$ cat config.mk
export PLATFORM = sky130hd
export DESIGN_NAME = ata_channel_pin_interface
export DESIGN_NICKNAME = d
export VERILOG_FILES = /design/src/pkg/ata_pins_pkg.sv /design/src/rtl/ata_channel_pin_interface.sv
export SDC_FILE = /design/constraint.sdc
export NUM_CORES = 1
export LEC_CHECK = 0
export ABC_CLOCK_PERIOD_IN_PS = 3900
export BUFFER_PORTS_ARGS = -buffer_cell sky130_fd_sc_hd__buf_2
export CAP_MARGIN = 25
export CORE_ASPECT_RATIO = 1.2
export CORE_MARGIN = 2
export CORE_UTILIZATION = 33
export CTS_BUF_LIST = sky130_fd_sc_hd__clkbuf_2 sky130_fd_sc_hd__clkbuf_4 sky130_fd_sc_hd__clkbuf_8
export CTS_CLUSTER_DIAMETER = 120
export DETAILED_ROUTE_END_ITERATION = 12
export PLACE_DENSITY = 0.59
export SYNTH_ARGS = -nofsm -noshare
export SYNTH_HDL_FRONTEND = slang
export SYNTH_SLANG_ARGS = --single-unit
export TNS_END_PERCENT = 5
$ cat constraint.sdc
create_clock -name clk_in -period 3.9 [get_ports clk_in]
set_clock_uncertainty 0.05 [all_clocks]
set_input_delay 0.975 -clock clk_in [delete_from_list [all_inputs] [get_ports clk_in]]
set_output_delay 0.975 -clock clk_in [all_outputs]
set_load 0.01 [all_outputs]
$ cat src/pkg/ata_pins_pkg.sv
// Package for the disk channel pin engine: constants, carriers and states
package ata_pins_pkg;
  // Decode of the I/O space seen by the secondary channel
  localparam logic [15:0] cmd_block_base = 16'h0170;
  localparam logic [15:0] cmd_block_last = 16'h0177;
  localparam logic [15:0] ctl_block_addr = 16'h0376;
  localparam int addr_lsb_width = 3;
  localparam int data_width = 16;
  // Strobe timing in ns at 40 ns clock
  localparam int clk_period_ns = 40;
  localparam int strobe_active_ns = 165;
  localparam int strobe_recovery_ns = 70;
  localparam int strobe_active_cycles = (strobe_active_ns + clk_period_ns - 1) / clk_period_ns;
  localparam int strobe_recovery_cycles = (strobe_recovery_ns + clk_period_ns - 1) / clk_period_ns;
  localparam logic [3:0] active_count = 4'(strobe_active_cycles);
  localparam logic [3:0] recovery_count = 4'(strobe_recovery_cycles);
  // Reset values of the pins
  localparam logic select_idle = 1'b1;
  localparam logic strobe_idle = 1'b1;

  typedef enum logic [1:0] {
    op_reg_read = 2'b00,
    op_reg_write = 2'b01,
    op_dma_read = 2'b10,
    op_dma_write = 2'b11
  } op_t;

  typedef struct packed {
    op_t op;
    logic [15:0] io_addr;
    logic [15:0] wdata;
  } request_t;

  typedef struct packed {
    logic command_block_select_n;
    logic control_block_select_n;
    logic disk_read_strobe_n;
    logic disk_write_strobe_n;
    logic disk_dma_ack_n;
  } control_pins_t;

  typedef enum logic [2:0] {
    st_idle = 3'b000,
    st_setup = 3'b001,
    st_active = 3'b010,
    st_recover = 3'b011,
    st_burst = 3'b100,
    st_stop = 3'b101
  } state_t;
endpackage

$ cat src/rtl/ata_channel_pin_interface.sv
// Host end of one parallel disk channel: register cycles, multiword and synchronous DMA bursts
`timescale 1ns/1ps
// Contract
// - Synchronous read burst: ready is drive strobe; capture a word each edge.
// - Synchronous write burst: ready is drive DMARDY; host stops data while deasserted.
// - Cable-type level is sampled and held when software reads the status bit.
// - In single-channel two-device mode the secondary pin set serves the primary 1 connector.
// - Data bus and address lines float while reset is asserted.
// - Host presents a 3-bit address choosing the register within a block.
// - Command-block select asserts only for I/O addresses 170h through 177h.
// - Control-block select asserts only for 376h; other control addresses pass on.
// - Selects, strobes and DMA acknowledge held high in reset and suspend.
// - Read strobe lets drive drive the bus; host captures at strobe rise.
// - Host holds write data through write strobe; drive captures at its rise.
// - Drive addressed by selects with address lines, or by DMA acknowledge.
// - Synchronous read burst: read strobe pin is host DMARDY, deasserted to pause.
// - Synchronous write burst: read strobe pin is host strobe, toggling once per word.
// - Synchronous read burst: write strobe pin is STOP, asserted to end burst.
// - DMA acknowledge marks strobe cycles as DMA data transfers.
module ata_channel_pin_interface (
  // Clock and reset
  input wire logic clk_in,
  input wire logic reset_in,
  // Mode
  input wire logic suspend_in,
  input wire logic single_channel_mode_in,
  input wire logic sync_dma_mode_in,
  input wire logic cable_status_read_in,
  // Request side
  input wire logic req_valid_in,
  output logic req_ready_out,
  input wire ata_pins_pkg::request_t req_in,
  input wire logic burst_end_in,
  // Read data stream
  output logic rdata_valid_out,
  input wire logic rdata_ready_in,
  output logic [15:0] rdata_out,
  output logic forward_to_isa_out,
  // Drive pins
  input wire logic [15:0] disk_data_bus_in,
  output logic [15:0] disk_data_bus_out,
  output logic disk_data_bus_oe_out,
  output logic [2:0] disk_address_out,
  output logic disk_address_oe_out,
  output ata_pins_pkg::control_pins_t pins_out,
  input wire logic secondary_channel_ready_in,
  input wire logic primary_channel_ready_in,
  input wire logic disk_dma_request_in,
  input wire logic secondary_cable_type_in,
  input wire logic primary_cable_type_in,
  // Status
  output logic [1:0] cable_status_out,
  output logic primary1_routed_out,
  output logic dma_request_out
);

  logic [1:0] ready_sync, next_ready_sync, pready_sync, next_pready_sync;
  logic [1:0] dreq_sync, next_dreq_sync, cab_sync, next_cab_sync, pcab_sync, next_pcab_sync;
  logic ready_prev, next_ready_prev;
  logic [15:0] din_s1, next_din_s1, din_s2, next_din_s2;
  ata_pins_pkg::state_t state, next_state;
  ata_pins_pkg::request_t cur, next_cur;
  ata_pins_pkg::control_pins_t pins, next_pins;
  logic [3:0] count, next_count;
  logic data_oe, next_data_oe, addr_oe, next_addr_oe;
  logic [15:0] dout, next_dout;
  logic [2:0] addr, next_addr;
  logic req_ready, next_req_ready, isa_fwd, next_isa_fwd;
  logic [1:0] cable, next_cable;
  logic routed, next_routed;
  logic [15:0] buf_data [2];
  logic [15:0] next_buf_data [2];
  logic [1:0] buf_cnt, next_buf_cnt;
  logic buf_rd, next_buf_rd;
  logic push;
  logic [15:0] push_data;
  logic pop;
  logic is_cmd, is_ctl, ready_edge;

  // Decode from the requested I/O address
  always_comb begin
    is_cmd = (cur.io_addr >= ata_pins_pkg::cmd_block_base) && (cur.io_addr <= ata_pins_pkg::cmd_block_last);
    // control select only on one address
    is_ctl = (cur.io_addr == ata_pins_pkg::ctl_block_addr);
    ready_edge = ready_sync[1] ^ ready_prev;
  end

  // Synchronisers: stage 0 is read only by stage 1
  always_comb begin
    next_ready_sync = {ready_sync[0], secondary_channel_ready_in};
    next_pready_sync = {pready_sync[0], primary_channel_ready_in};
    next_dreq_sync = {dreq_sync[0], disk_dma_request_in};
    next_cab_sync = {cab_sync[0], secondary_cable_type_in};
    next_pcab_sync = {pcab_sync[0], primary_cable_type_in};
    next_din_s1 = disk_data_bus_in;
    next_din_s2 = din_s1;
    next_ready_prev = ready_sync[1];
    next_cable = cable;
    // hold cable level at status read
    if (cable_status_read_in) begin
      next_cable = {pcab_sync[1], cab_sync[1]};
    end
    // secondary set routed to primary 1
    next_routed = single_channel_mode_in;
  end

  always_ff @(posedge clk_in) begin
    ready_sync <= next_ready_sync;
    pready_sync <= next_pready_sync;
    dreq_sync <= next_dreq_sync;
    cab_sync <= next_cab_sync;
    pcab_sync <= next_pcab_sync;
    din_s1 <= next_din_s1;
    din_s2 <= next_din_s2;
    ready_prev <= next_ready_prev;
    if (reset_in) begin
      cable <= 2'h0;
      routed <= 1'b0;
    end else begin
      cable <= next_cable;
      routed <= next_routed;
    end
  end

  // Cycle engine
  always_comb begin
    next_state = state;
    next_cur = cur;
    next_pins = pins;
    next_count = count;
    next_data_oe = data_oe;
    next_addr_oe = addr_oe;
    next_dout = dout;
    next_addr = addr;
    next_req_ready = 1'b0;
    next_isa_fwd = 1'b0;
    push = 1'b0;
    push_data = din_s2;
    unique case (state)
      ata_pins_pkg::st_idle: begin
        next_req_ready = 1'b1;
        if (req_valid_in && req_ready) begin
          next_req_ready = 1'b0;
          next_cur = req_in;
          next_state = ata_pins_pkg::st_setup;
        end
      end
      ata_pins_pkg::st_setup: begin
        next_count = ata_pins_pkg::active_count;
        next_addr = cur.io_addr[2:0];
        next_addr_oe = 1'b1;
        if (cur.op == ata_pins_pkg::op_reg_read || cur.op == ata_pins_pkg::op_reg_write) begin
          if (!is_cmd && !is_ctl) begin
            next_isa_fwd = 1'b1;
            next_state = ata_pins_pkg::st_idle;
          end else begin
            // drive addressed by select and address lines
            next_pins.command_block_select_n = !is_cmd;
            next_pins.control_block_select_n = !is_ctl;
            // write data driven through the strobe
            next_data_oe = (cur.op == ata_pins_pkg::op_reg_write);
            next_dout = cur.wdata;
            next_pins.disk_read_strobe_n = (cur.op == ata_pins_pkg::op_reg_write);
            next_pins.disk_write_strobe_n = (cur.op == ata_pins_pkg::op_reg_read);
            next_state = ata_pins_pkg::st_active;
          end
        end else if (dreq_sync[1]) begin
          // acknowledge marks DMA cycles; selects stay high
          next_pins.disk_dma_ack_n = 1'b0;
          next_pins.command_block_select_n = 1'b1;
          next_pins.control_block_select_n = 1'b1;
          next_data_oe = (cur.op == ata_pins_pkg::op_dma_write);
          next_dout = cur.wdata;
          if (sync_dma_mode_in) begin
            // read strobe as DMARDY, asserted when room exists
            next_pins.disk_read_strobe_n = (cur.op == ata_pins_pkg::op_dma_read) ? (buf_cnt == 2'h2) : 1'b1;
            next_pins.disk_write_strobe_n = 1'b1;
            next_state = ata_pins_pkg::st_burst;
          end else begin
            next_pins.disk_read_strobe_n = (cur.op == ata_pins_pkg::op_dma_write);
            next_pins.disk_write_strobe_n = (cur.op == ata_pins_pkg::op_dma_read);
            next_state = ata_pins_pkg::st_active;
          end
        end
      end
      ata_pins_pkg::st_active: begin
        if (count != 4'h0) begin
          next_count = count - 4'h1;
        end else if (ready_sync[1] && buf_cnt != 2'h2) begin
          // capture read data at strobe rise
          push = !cur.op[0];
          next_pins.disk_read_strobe_n = 1'b1;
          next_pins.disk_write_strobe_n = 1'b1;
          next_count = ata_pins_pkg::recovery_count;
          next_state = ata_pins_pkg::st_recover;
        end
      end
      ata_pins_pkg::st_recover: begin
        if (count != 4'h0) begin
          next_count = count - 4'h1;
        end else begin
          next_pins = '{default: ata_pins_pkg::select_idle};
          next_data_oe = 1'b0;
          next_state = ata_pins_pkg::st_idle;
        end
      end
      ata_pins_pkg::st_burst: begin
        if (cur.op == ata_pins_pkg::op_dma_read) begin
          // a word on each drive strobe edge
          push = ready_edge;
          // pause while the buffer holds any word or one arrives this cycle
          next_pins.disk_read_strobe_n = (buf_cnt != 2'h0) || push;
          if (burst_end_in) begin
            next_pins.disk_write_strobe_n = 1'b0;
            next_state = ata_pins_pkg::st_stop;
          end
        end else if (burst_end_in) begin
          next_state = ata_pins_pkg::st_stop;
        end else if (count != 4'h0) begin
          // drive DMARDY is active low; a pending word waits while it is negated
          if (!ready_sync[1]) begin
            // one toggle per word, data already standing a cycle
            next_pins.disk_read_strobe_n = !pins.disk_read_strobe_n;
            next_count = 4'h0;
          end
        end else if (req_valid_in && req_ready) begin
          // Count doubles as pending-word flag so data settles before its strobe edge
          next_dout = req_in.wdata;
          next_count = 4'h1;
        end
        if (cur.op == ata_pins_pkg::op_dma_write) begin
          next_req_ready = (next_count == 4'h0) && !burst_end_in;
        end
      end
      ata_pins_pkg::st_stop: begin
        next_count = ata_pins_pkg::recovery_count;
        next_state = ata_pins_pkg::st_recover;
      end
      default: begin
        next_state = ata_pins_pkg::st_idle;
      end
    endcase
    if (suspend_in) begin
      next_pins = '{default: ata_pins_pkg::strobe_idle};
      next_data_oe = 1'b0;
      next_req_ready = 1'b0;
      next_state = ata_pins_pkg::st_idle;
    end
  end

  always_ff @(posedge clk_in) begin
    if (reset_in) begin
      state <= ata_pins_pkg::st_idle;
      cur <= '0;
      pins <= '{default: ata_pins_pkg::select_idle};
      count <= 4'h0;
      data_oe <= 1'b0;
      addr_oe <= 1'b0;
      dout <= 16'h0000;
      addr <= 3'h0;
      req_ready <= 1'b0;
      isa_fwd <= 1'b0;
    end else begin
      state <= next_state;
      cur <= next_cur;
      pins <= next_pins;
      count <= next_count;
      data_oe <= next_data_oe;
      addr_oe <= next_addr_oe;
      dout <= next_dout;
      addr <= next_addr;
      req_ready <= next_req_ready;
      isa_fwd <= next_isa_fwd;
    end
  end

  // Two-entry buffer so a stalled reader loses no word
  always_comb begin
    pop = buf_rd && rdata_ready_in;
    next_buf_data = buf_data;
    next_buf_cnt = buf_cnt;
    if (pop) begin
      next_buf_data[0] = buf_data[1];
      next_buf_cnt = next_buf_cnt - 2'h1;
    end
    if (push && next_buf_cnt != 2'h2) begin
      next_buf_data[next_buf_cnt[0]] = push_data;
      next_buf_cnt = next_buf_cnt + 2'h1;
    end
    next_buf_rd = (next_buf_cnt != 2'h0);
  end

  always_ff @(posedge clk_in) begin
    if (reset_in) begin
      buf_data[0] <= 16'h0000;
      buf_data[1] <= 16'h0000;
      buf_cnt <= 2'h0;
      buf_rd <= 1'b0;
    end else begin
      buf_data <= next_buf_data;
      buf_cnt <= next_buf_cnt;
      buf_rd <= next_buf_rd;
    end
  end

  always_comb begin
    req_ready_out = req_ready;
    rdata_valid_out = buf_rd;
    rdata_out = buf_data[0];
    forward_to_isa_out = isa_fwd;
    disk_data_bus_out = dout;
    disk_data_bus_oe_out = data_oe;
    disk_address_out = addr;
    disk_address_oe_out = addr_oe;
    pins_out = pins;
    cable_status_out = cable;
    primary1_routed_out = routed;
    // request passed up, tied to no legacy channel
    dma_request_out = dreq_sync[1];
  end

endmodule // ata_channel_pin_interface

==> results_dict.tcl, run 1 <==
set metrics [dict create \
    clock_latency_ps 440 \
    ir_worst_vdd_uv 203.0 \
    dr.pass1.iters 4 \
    io_buffers 111 \
    grt_pass1_vias 4618 \
    drt-met1-wl_um 6406 \
    hold_path.class "flip-flop to flip-flop" \
    diodes 0 \
    syn-cell-area_um2 5916 \
    start_util_pct 33.66 \
    crit_family "compound AO/OA/AOI/OAI gates" \
    status "complete, no violations" \
    timing.final.crit_share_pct 68.65 \
    synth_edf_count 0 \
    cts_tree "yes" \
    layout.nets 799 \
    rows 53 \
    dieArea_um2 19020 \
    cts_buffers 17 \
    synth_nets 720 \
    die_w_um 126.2 \
    drt_iter0_drc 285 \
    vias 4798 \
    power_density_nw_per_um2 423.4 \
    crit_type "input port to flip-flop" \
    drive_gt1_share_pct 23.15 \
    crit_buf_inv 2 \
    die_h_um 150.7 \
    min_period_ps 2677 \
    setup_tns_ps 0 \
    critPathLaunch "rdata_ready_in" \
    grt_overflow 0 \
    route.detailed.drc 0 \
    grt_pass1_wl_um 23020 \
    hold_slack_ps 279.8 \
    cp_cell_sequence "buf_2 -> nand2_1 -> xnor2_1 -> ha_1 -> a211oi_1 -> o211ai_2 -> buf_4 -> a311oi_1" \
    cts_buffer_depth 2 \
    total_power_mw 2.916 \
    synthCells 651 \
    grt_max_degree 64 \
    ys_seq_area_share_pct 50.08 \
    clock_sinks 148 \
    ys_types 63 \
    worstMarginPinSlew_ps 929.0 \
    fin_ws_ps 1223 \
    synth_seq_cells 148 \
    slowest_delay_ps 490 \
    fill_cells 1802 \
    preCtsSetupSlack_ps 748.4 \
    drt_wl_total_um 14040 \
    gp_congestion 0.8507 \
    wl_met2_um 6866 \
    rsz0062_at_grt "false" \
    critPathLaunchType "input port" \
    yosys_warnings 0 \
    maxCapViolations 0 \
    postCtsHoldBufs 0 \
    ant_nets 0 \
    cp.arrival_ps 2980 \
    setup_violations 0 \
    root_buffer "clkbuf_8" \
    syn_area_per_cell_um2 9.087 \
    post_cts_buffers 0 \
    max_freq_mhz 373.5 \
    worstPathMaxFanout 22 \
    avgViaCountPerCell 4.982 \
    cts_resized 0 \
    path_clk_slew_ps 80 \
    end_kind "flip-flop" \
    track_usage_pct 15.07 \
    core_area_um2 17570 \
    timing.rr.start "rdata_valid_out" \
    io_pins 113 \
    hold_start "ready_sync[0]" \
    cp_data_required_time_ps 4200 \
    top_layer "met4" \
    fin_util_pct 39.19 \
    synthToLayoutAreaGrowth_pct 16.41 \
    leakagePower_nw 2.600 \
    synthArstFlopShare_pct 0 \
    yosys_most_used_dff "dfxtp_1" \
    cp_slowest_cell "o211ai_2" \
    hpwl_um 9174 \
    stdcell_count 963 \
    placed_cell_area_um2 6509 \
    dp_cells 931 \
    dr_wl_met3_um 588 \
    antenna_found_initial 0 \
    htree_levels 4 \
    hold_viol_final 0 \
    wl_per_cell_um 14.58 \
    slew_violations 0 \
    stdcell_area_um2 6887 \
    slew_headroom_pct 37.89 \
]
layer usage:
metal | GRT usage (%) | vias to the layer above
met5 | 0 | -
met4 | 6.099 | 0
li1 | - | 2428
met3 | 3.447 | 11
met2 | 25.24 | 95
met1 | 18.78 | 2264
cell families after synthesis:
kind of cell | after synthesis | synth area share, %
multiplexers | 36 | 6.113
XOR/XNOR | 4 | 0.5923
adder cells (fa/ha/maj) | 5 | 1.058
AO/OA/AOI/OAI | 150 | 16.96
buffers and inverters | 74 | 6.578
AND/OR/NAND/NOR | 234 | 18.61
flip-flops | 148 | 50.08
path summary, 6_finish.rpt:
| kind | endpoint | slack (ps) | depth (start not counted) |
|---|---|---|---|
| worst max register to register | rdata_out[7] | 1230 | 8 |
| worst min-delay path | ready_sync[1] | 280 | 0 |
| worst max-delay path | rdata_out[7] | 1220 | 8 |
| worst min register to register | ready_sync[1] | 280 | 0 |
power by group:
group          switching [mW]  total [mW]  internal (mW)
Combinational           0.120       0.196         0.0758
Sequential             0.0229        1.58           1.56
Clock                   0.603        1.14          0.538
Total                   0.746        2.92           2.17
synth_stat cells, types with 5 or more instances:
master,count,area (µm²)
dfxtp_1,148,2963
nand2_1,107,401.6
a21oi_1,65,325.3
nor2_1,56,210.2
mux2i_1,35,350.3
nand3_1,31,155.2
a311oi_1,30,262.8
clkbuf_1,27,101.4
buf_4,21,157.7
buf_2,14,70.07
inv_1,8,30.03
o21ai_0,8,40.04
a31oi_1,6,37.54
nor2b_1,6,37.54
o21ai_1,6,30.03
ha_1,5,62.56
layout by cell type, fill, tap and decap left out, types with 4 or more instances in the layout:
master | Yosys | layout
dfxtp_1 | 148 | 148
buf_2 | 14 | 110
nand2_1 | 107 | 107
a21oi_1 | 65 | 65
nor2_1 | 56 | 56
mux2i_1 | 35 | 35
nand3_1 | 31 | 31
a311oi_1 | 30 | 30
clkbuf_8 | 0 | 17
buf_4 | 21 | 16
inv_1 | 8 | 8
o21ai_0 | 8 | 8
a31oi_1 | 6 | 6
nor2b_1 | 6 | 5
o21ai_1 | 6 | 5
ha_1 | 5 | 5
nor3b_4 | 4 | 4
nand2b_1 | 4 | 4
o21a_1 | 4 | 4
nor3_1 | 4 | 4
o31ai_1 | 4 | 4
inv_6 | 0 | 4
cell type report:
| type | count | area [µm²] | share of cell area, % |
|---|---|---|---|
| Clock inverter | 12 | 121.4 | 1.762 |
| Clock buffer | 20 | 256.5 | 3.725 |
| Multi-Input combinational cell | 429 | 2570 | 37.32 |
| Sequential cell | 148 | 2963 | 43.02 |
| Tap cell | 220 | 275.3 | 3.997 |
| Inverter | 8 | 30.03 | 0.4360 |
| Timing Repair Buffer | 126 | 670.6 | 9.738 |
(Power assumes the default switching activity.)
==> run 2, diff against run 1 <==
Settings changed: ABC_CLOCK_PERIOD_IN_PS 3900 to 2600.
Clock period 3.9 ns to 2.6 ns, I/O delays scaled along.
==> run 2 against run 1 <==
Register-to-register slack got worse by 840 ps. Largest power group unchanged. Non-clock buffer count rose by 9. Count of clock-buffer cells in the layout fell by 2. Design area rose by 2.3%. Routed wire length rose by 0.85%. Sequential power rose by 50%. Worst hold slack got worse by 26 ps. Die area did not move. Global-route usage rose by 0.10 points.
==> results_dict.tcl, run 2 (synthesis gave the netlist of run 1 again) <==
set metrics [dict create \
    synthToLayoutAreaGrowth_pct 19.12 \
    hpwl_um 9574 \
    worstPathMaxFanout 16 \
    cts_buffers 17 \
    worstMarginPinSlew_ps 543.2 \
    htree_levels 4 \
    hold_start "secondary_cable_type_in" \
    drt_wl_total_um 14160 \
    route.detailed.drc 0 \
    slowest_delay_ps 310 \
    status "complete, no violations" \
    cp_data_required_time_ps 2860 \
    clock_sinks 148 \
    crit_family "simple AND/OR/NAND/NOR gates" \
    power_density_nw_per_um2 639.8 \
    clock_latency_ps 440 \
    gp_congestion 0.8426 \
    crit_type "flip-flop to flip-flop" \
    root_buffer "clkbuf_8" \
    slew_violations 0 \
    hold_end "cab_sync[0]" \
    grt_pass1_vias 4564 \
    cts_tree "yes" \
    end_kind "flip-flop" \
    vias 4786 \
    critPathLaunch "buf_cnt[0]" \
    dr.pass1.iters 4 \
    timing.final.crit_share_pct 84.99 \
    hold_viol_final 0 \
    critPathLaunchType "flip-flop" \
    reg2regPathDepth 9 \
    diodes 0 \
    cp_slowest_cell "dfxtp_1" \
    core_area_um2 17570 \
    setup_tns_ps 0 \
    stdcell_area_um2 7047 \
    die_h_um 150.7 \
    cp.arrival_ps 2470 \
    r2r_slack_ps 390 \
    dieArea_um2 19020 \
    cts_buffer_depth 2 \
    maxCapViolations 0 \
    io_pins 113 \
    hold_path.class "input port to flip-flop" \
    ant_nets 0 \
    track_usage_pct 15.17 \
    drt_iter0_drc 316 \
    total_power_mw 4.509 \
    timing.rr.start "buf_cnt[0]" \
    die_w_um 126.2 \
    avgViaCountPerCell 4.924 \
    placed_cell_area_um2 6639 \
    min_path_cells 1 \
    min_period_ps 2210 \
    drive_gt1_share_pct 24.34 \
    crit_buf_inv 2 \
    rows 53 \
    grt_overflow 0 \
    grt_max_degree 99 \
    antenna_found_initial 0 \
    ir_worst_vdd_uv 365.5 \
    start_util_pct 33.66 \
    post_cts_buffers 0 \
    cp_cell_sequence "inv_1 -> ha_1 -> nor2b_1 -> and4_1 -> o21a_1 -> ha_1 -> buf_12 -> mux2i_1 -> nor2_1" \
    hold_slack_ps 254.2 \
    worst_path_most_repeated_cell "ha_1" \
    setup_violations 0 \
    postCtsHoldBufs 0 \
    slew_headroom_pct 63.74 \
    grt_pass1_wl_um 22990 \
    cts_resized 0 \
    max_freq_mhz 452.5 \
    rsz0062_at_grt "false" \
    io_buffers 111 \
    layout.nets 808 \
    leakagePower_nw 2.688 \
    wl_per_cell_um 14.56 \
    final_common_cell "dfxtp_1" \
    layout.cells.most_common_list "dfxtp_1, buf_2, nand2_1" \
    path_clk_slew_ps 90 \
]
-- run 2: cell types whose count changed in the layout (fill, tap and decap cells not counted), sizes merged --
| cell | delta |
|---|---|
| buf | +9 |
| inv | +2 |
| bufinv | +1 |
| clkinvlp | -1 |
| clkbuf | -2 |
-- run 2: layout make-up --
cell class                      instances  area [µm²]
Fill cell                            1760       10530
Sequential cell                       148        2963
Multi-Input combinational cell        429        2582
Timing Repair Buffer                  135       788.3
Tap cell                              220       275.3
Clock buffer                           18       241.5
Clock inverter                         14       166.4
Inverter                                8       30.03
-- run 2: worst max path at each step --
stage          cells after the start  slack (ps)            to
6_report                           9         390     flip-flop
4_1_cts                           10         380     flip-flop
3_3_place_gp                      10         140     flip-flop
3_5_place_dp                      10         110     flip-flop
2_1_floorplan                     11          20     flip-flop
5_1_grt                           10         170  rdata_out[5]
-- run 2: metal layers --
| metal | global-route usage (%) | vias up | part of all wire [%] |
|---|---|---|---|
| li1 | - | 2443 | - |
| met1 | 19.09 | 2224 | 45 |
| met2 | 24.70 | 102 | 48 |
| met3 | 4.016 | 17 | 5.4 |
| met4 | 6.319 | 0 | 1.9 |
| met5 | 0 | - | 0 |
-- run 2: power by group --
group,switching [mW],internal (mW),total (mW)
combinational,0.185,0.123,0.308
sequential,0.0357,2.33,2.37
clock,0.935,0.895,1.83
-- run 2: stage by stage --
step,util (%),instances,setup slack [ps]
2_1_floorplan,-,651,19.21
3_3_place_gp,37.78,940,144.5
3_5_place_dp,37.78,940,111.1
4_1_cts,40.10,972,377.2
5_1_grt,40.10,972,172.4
6_report,40.10,972,390.2
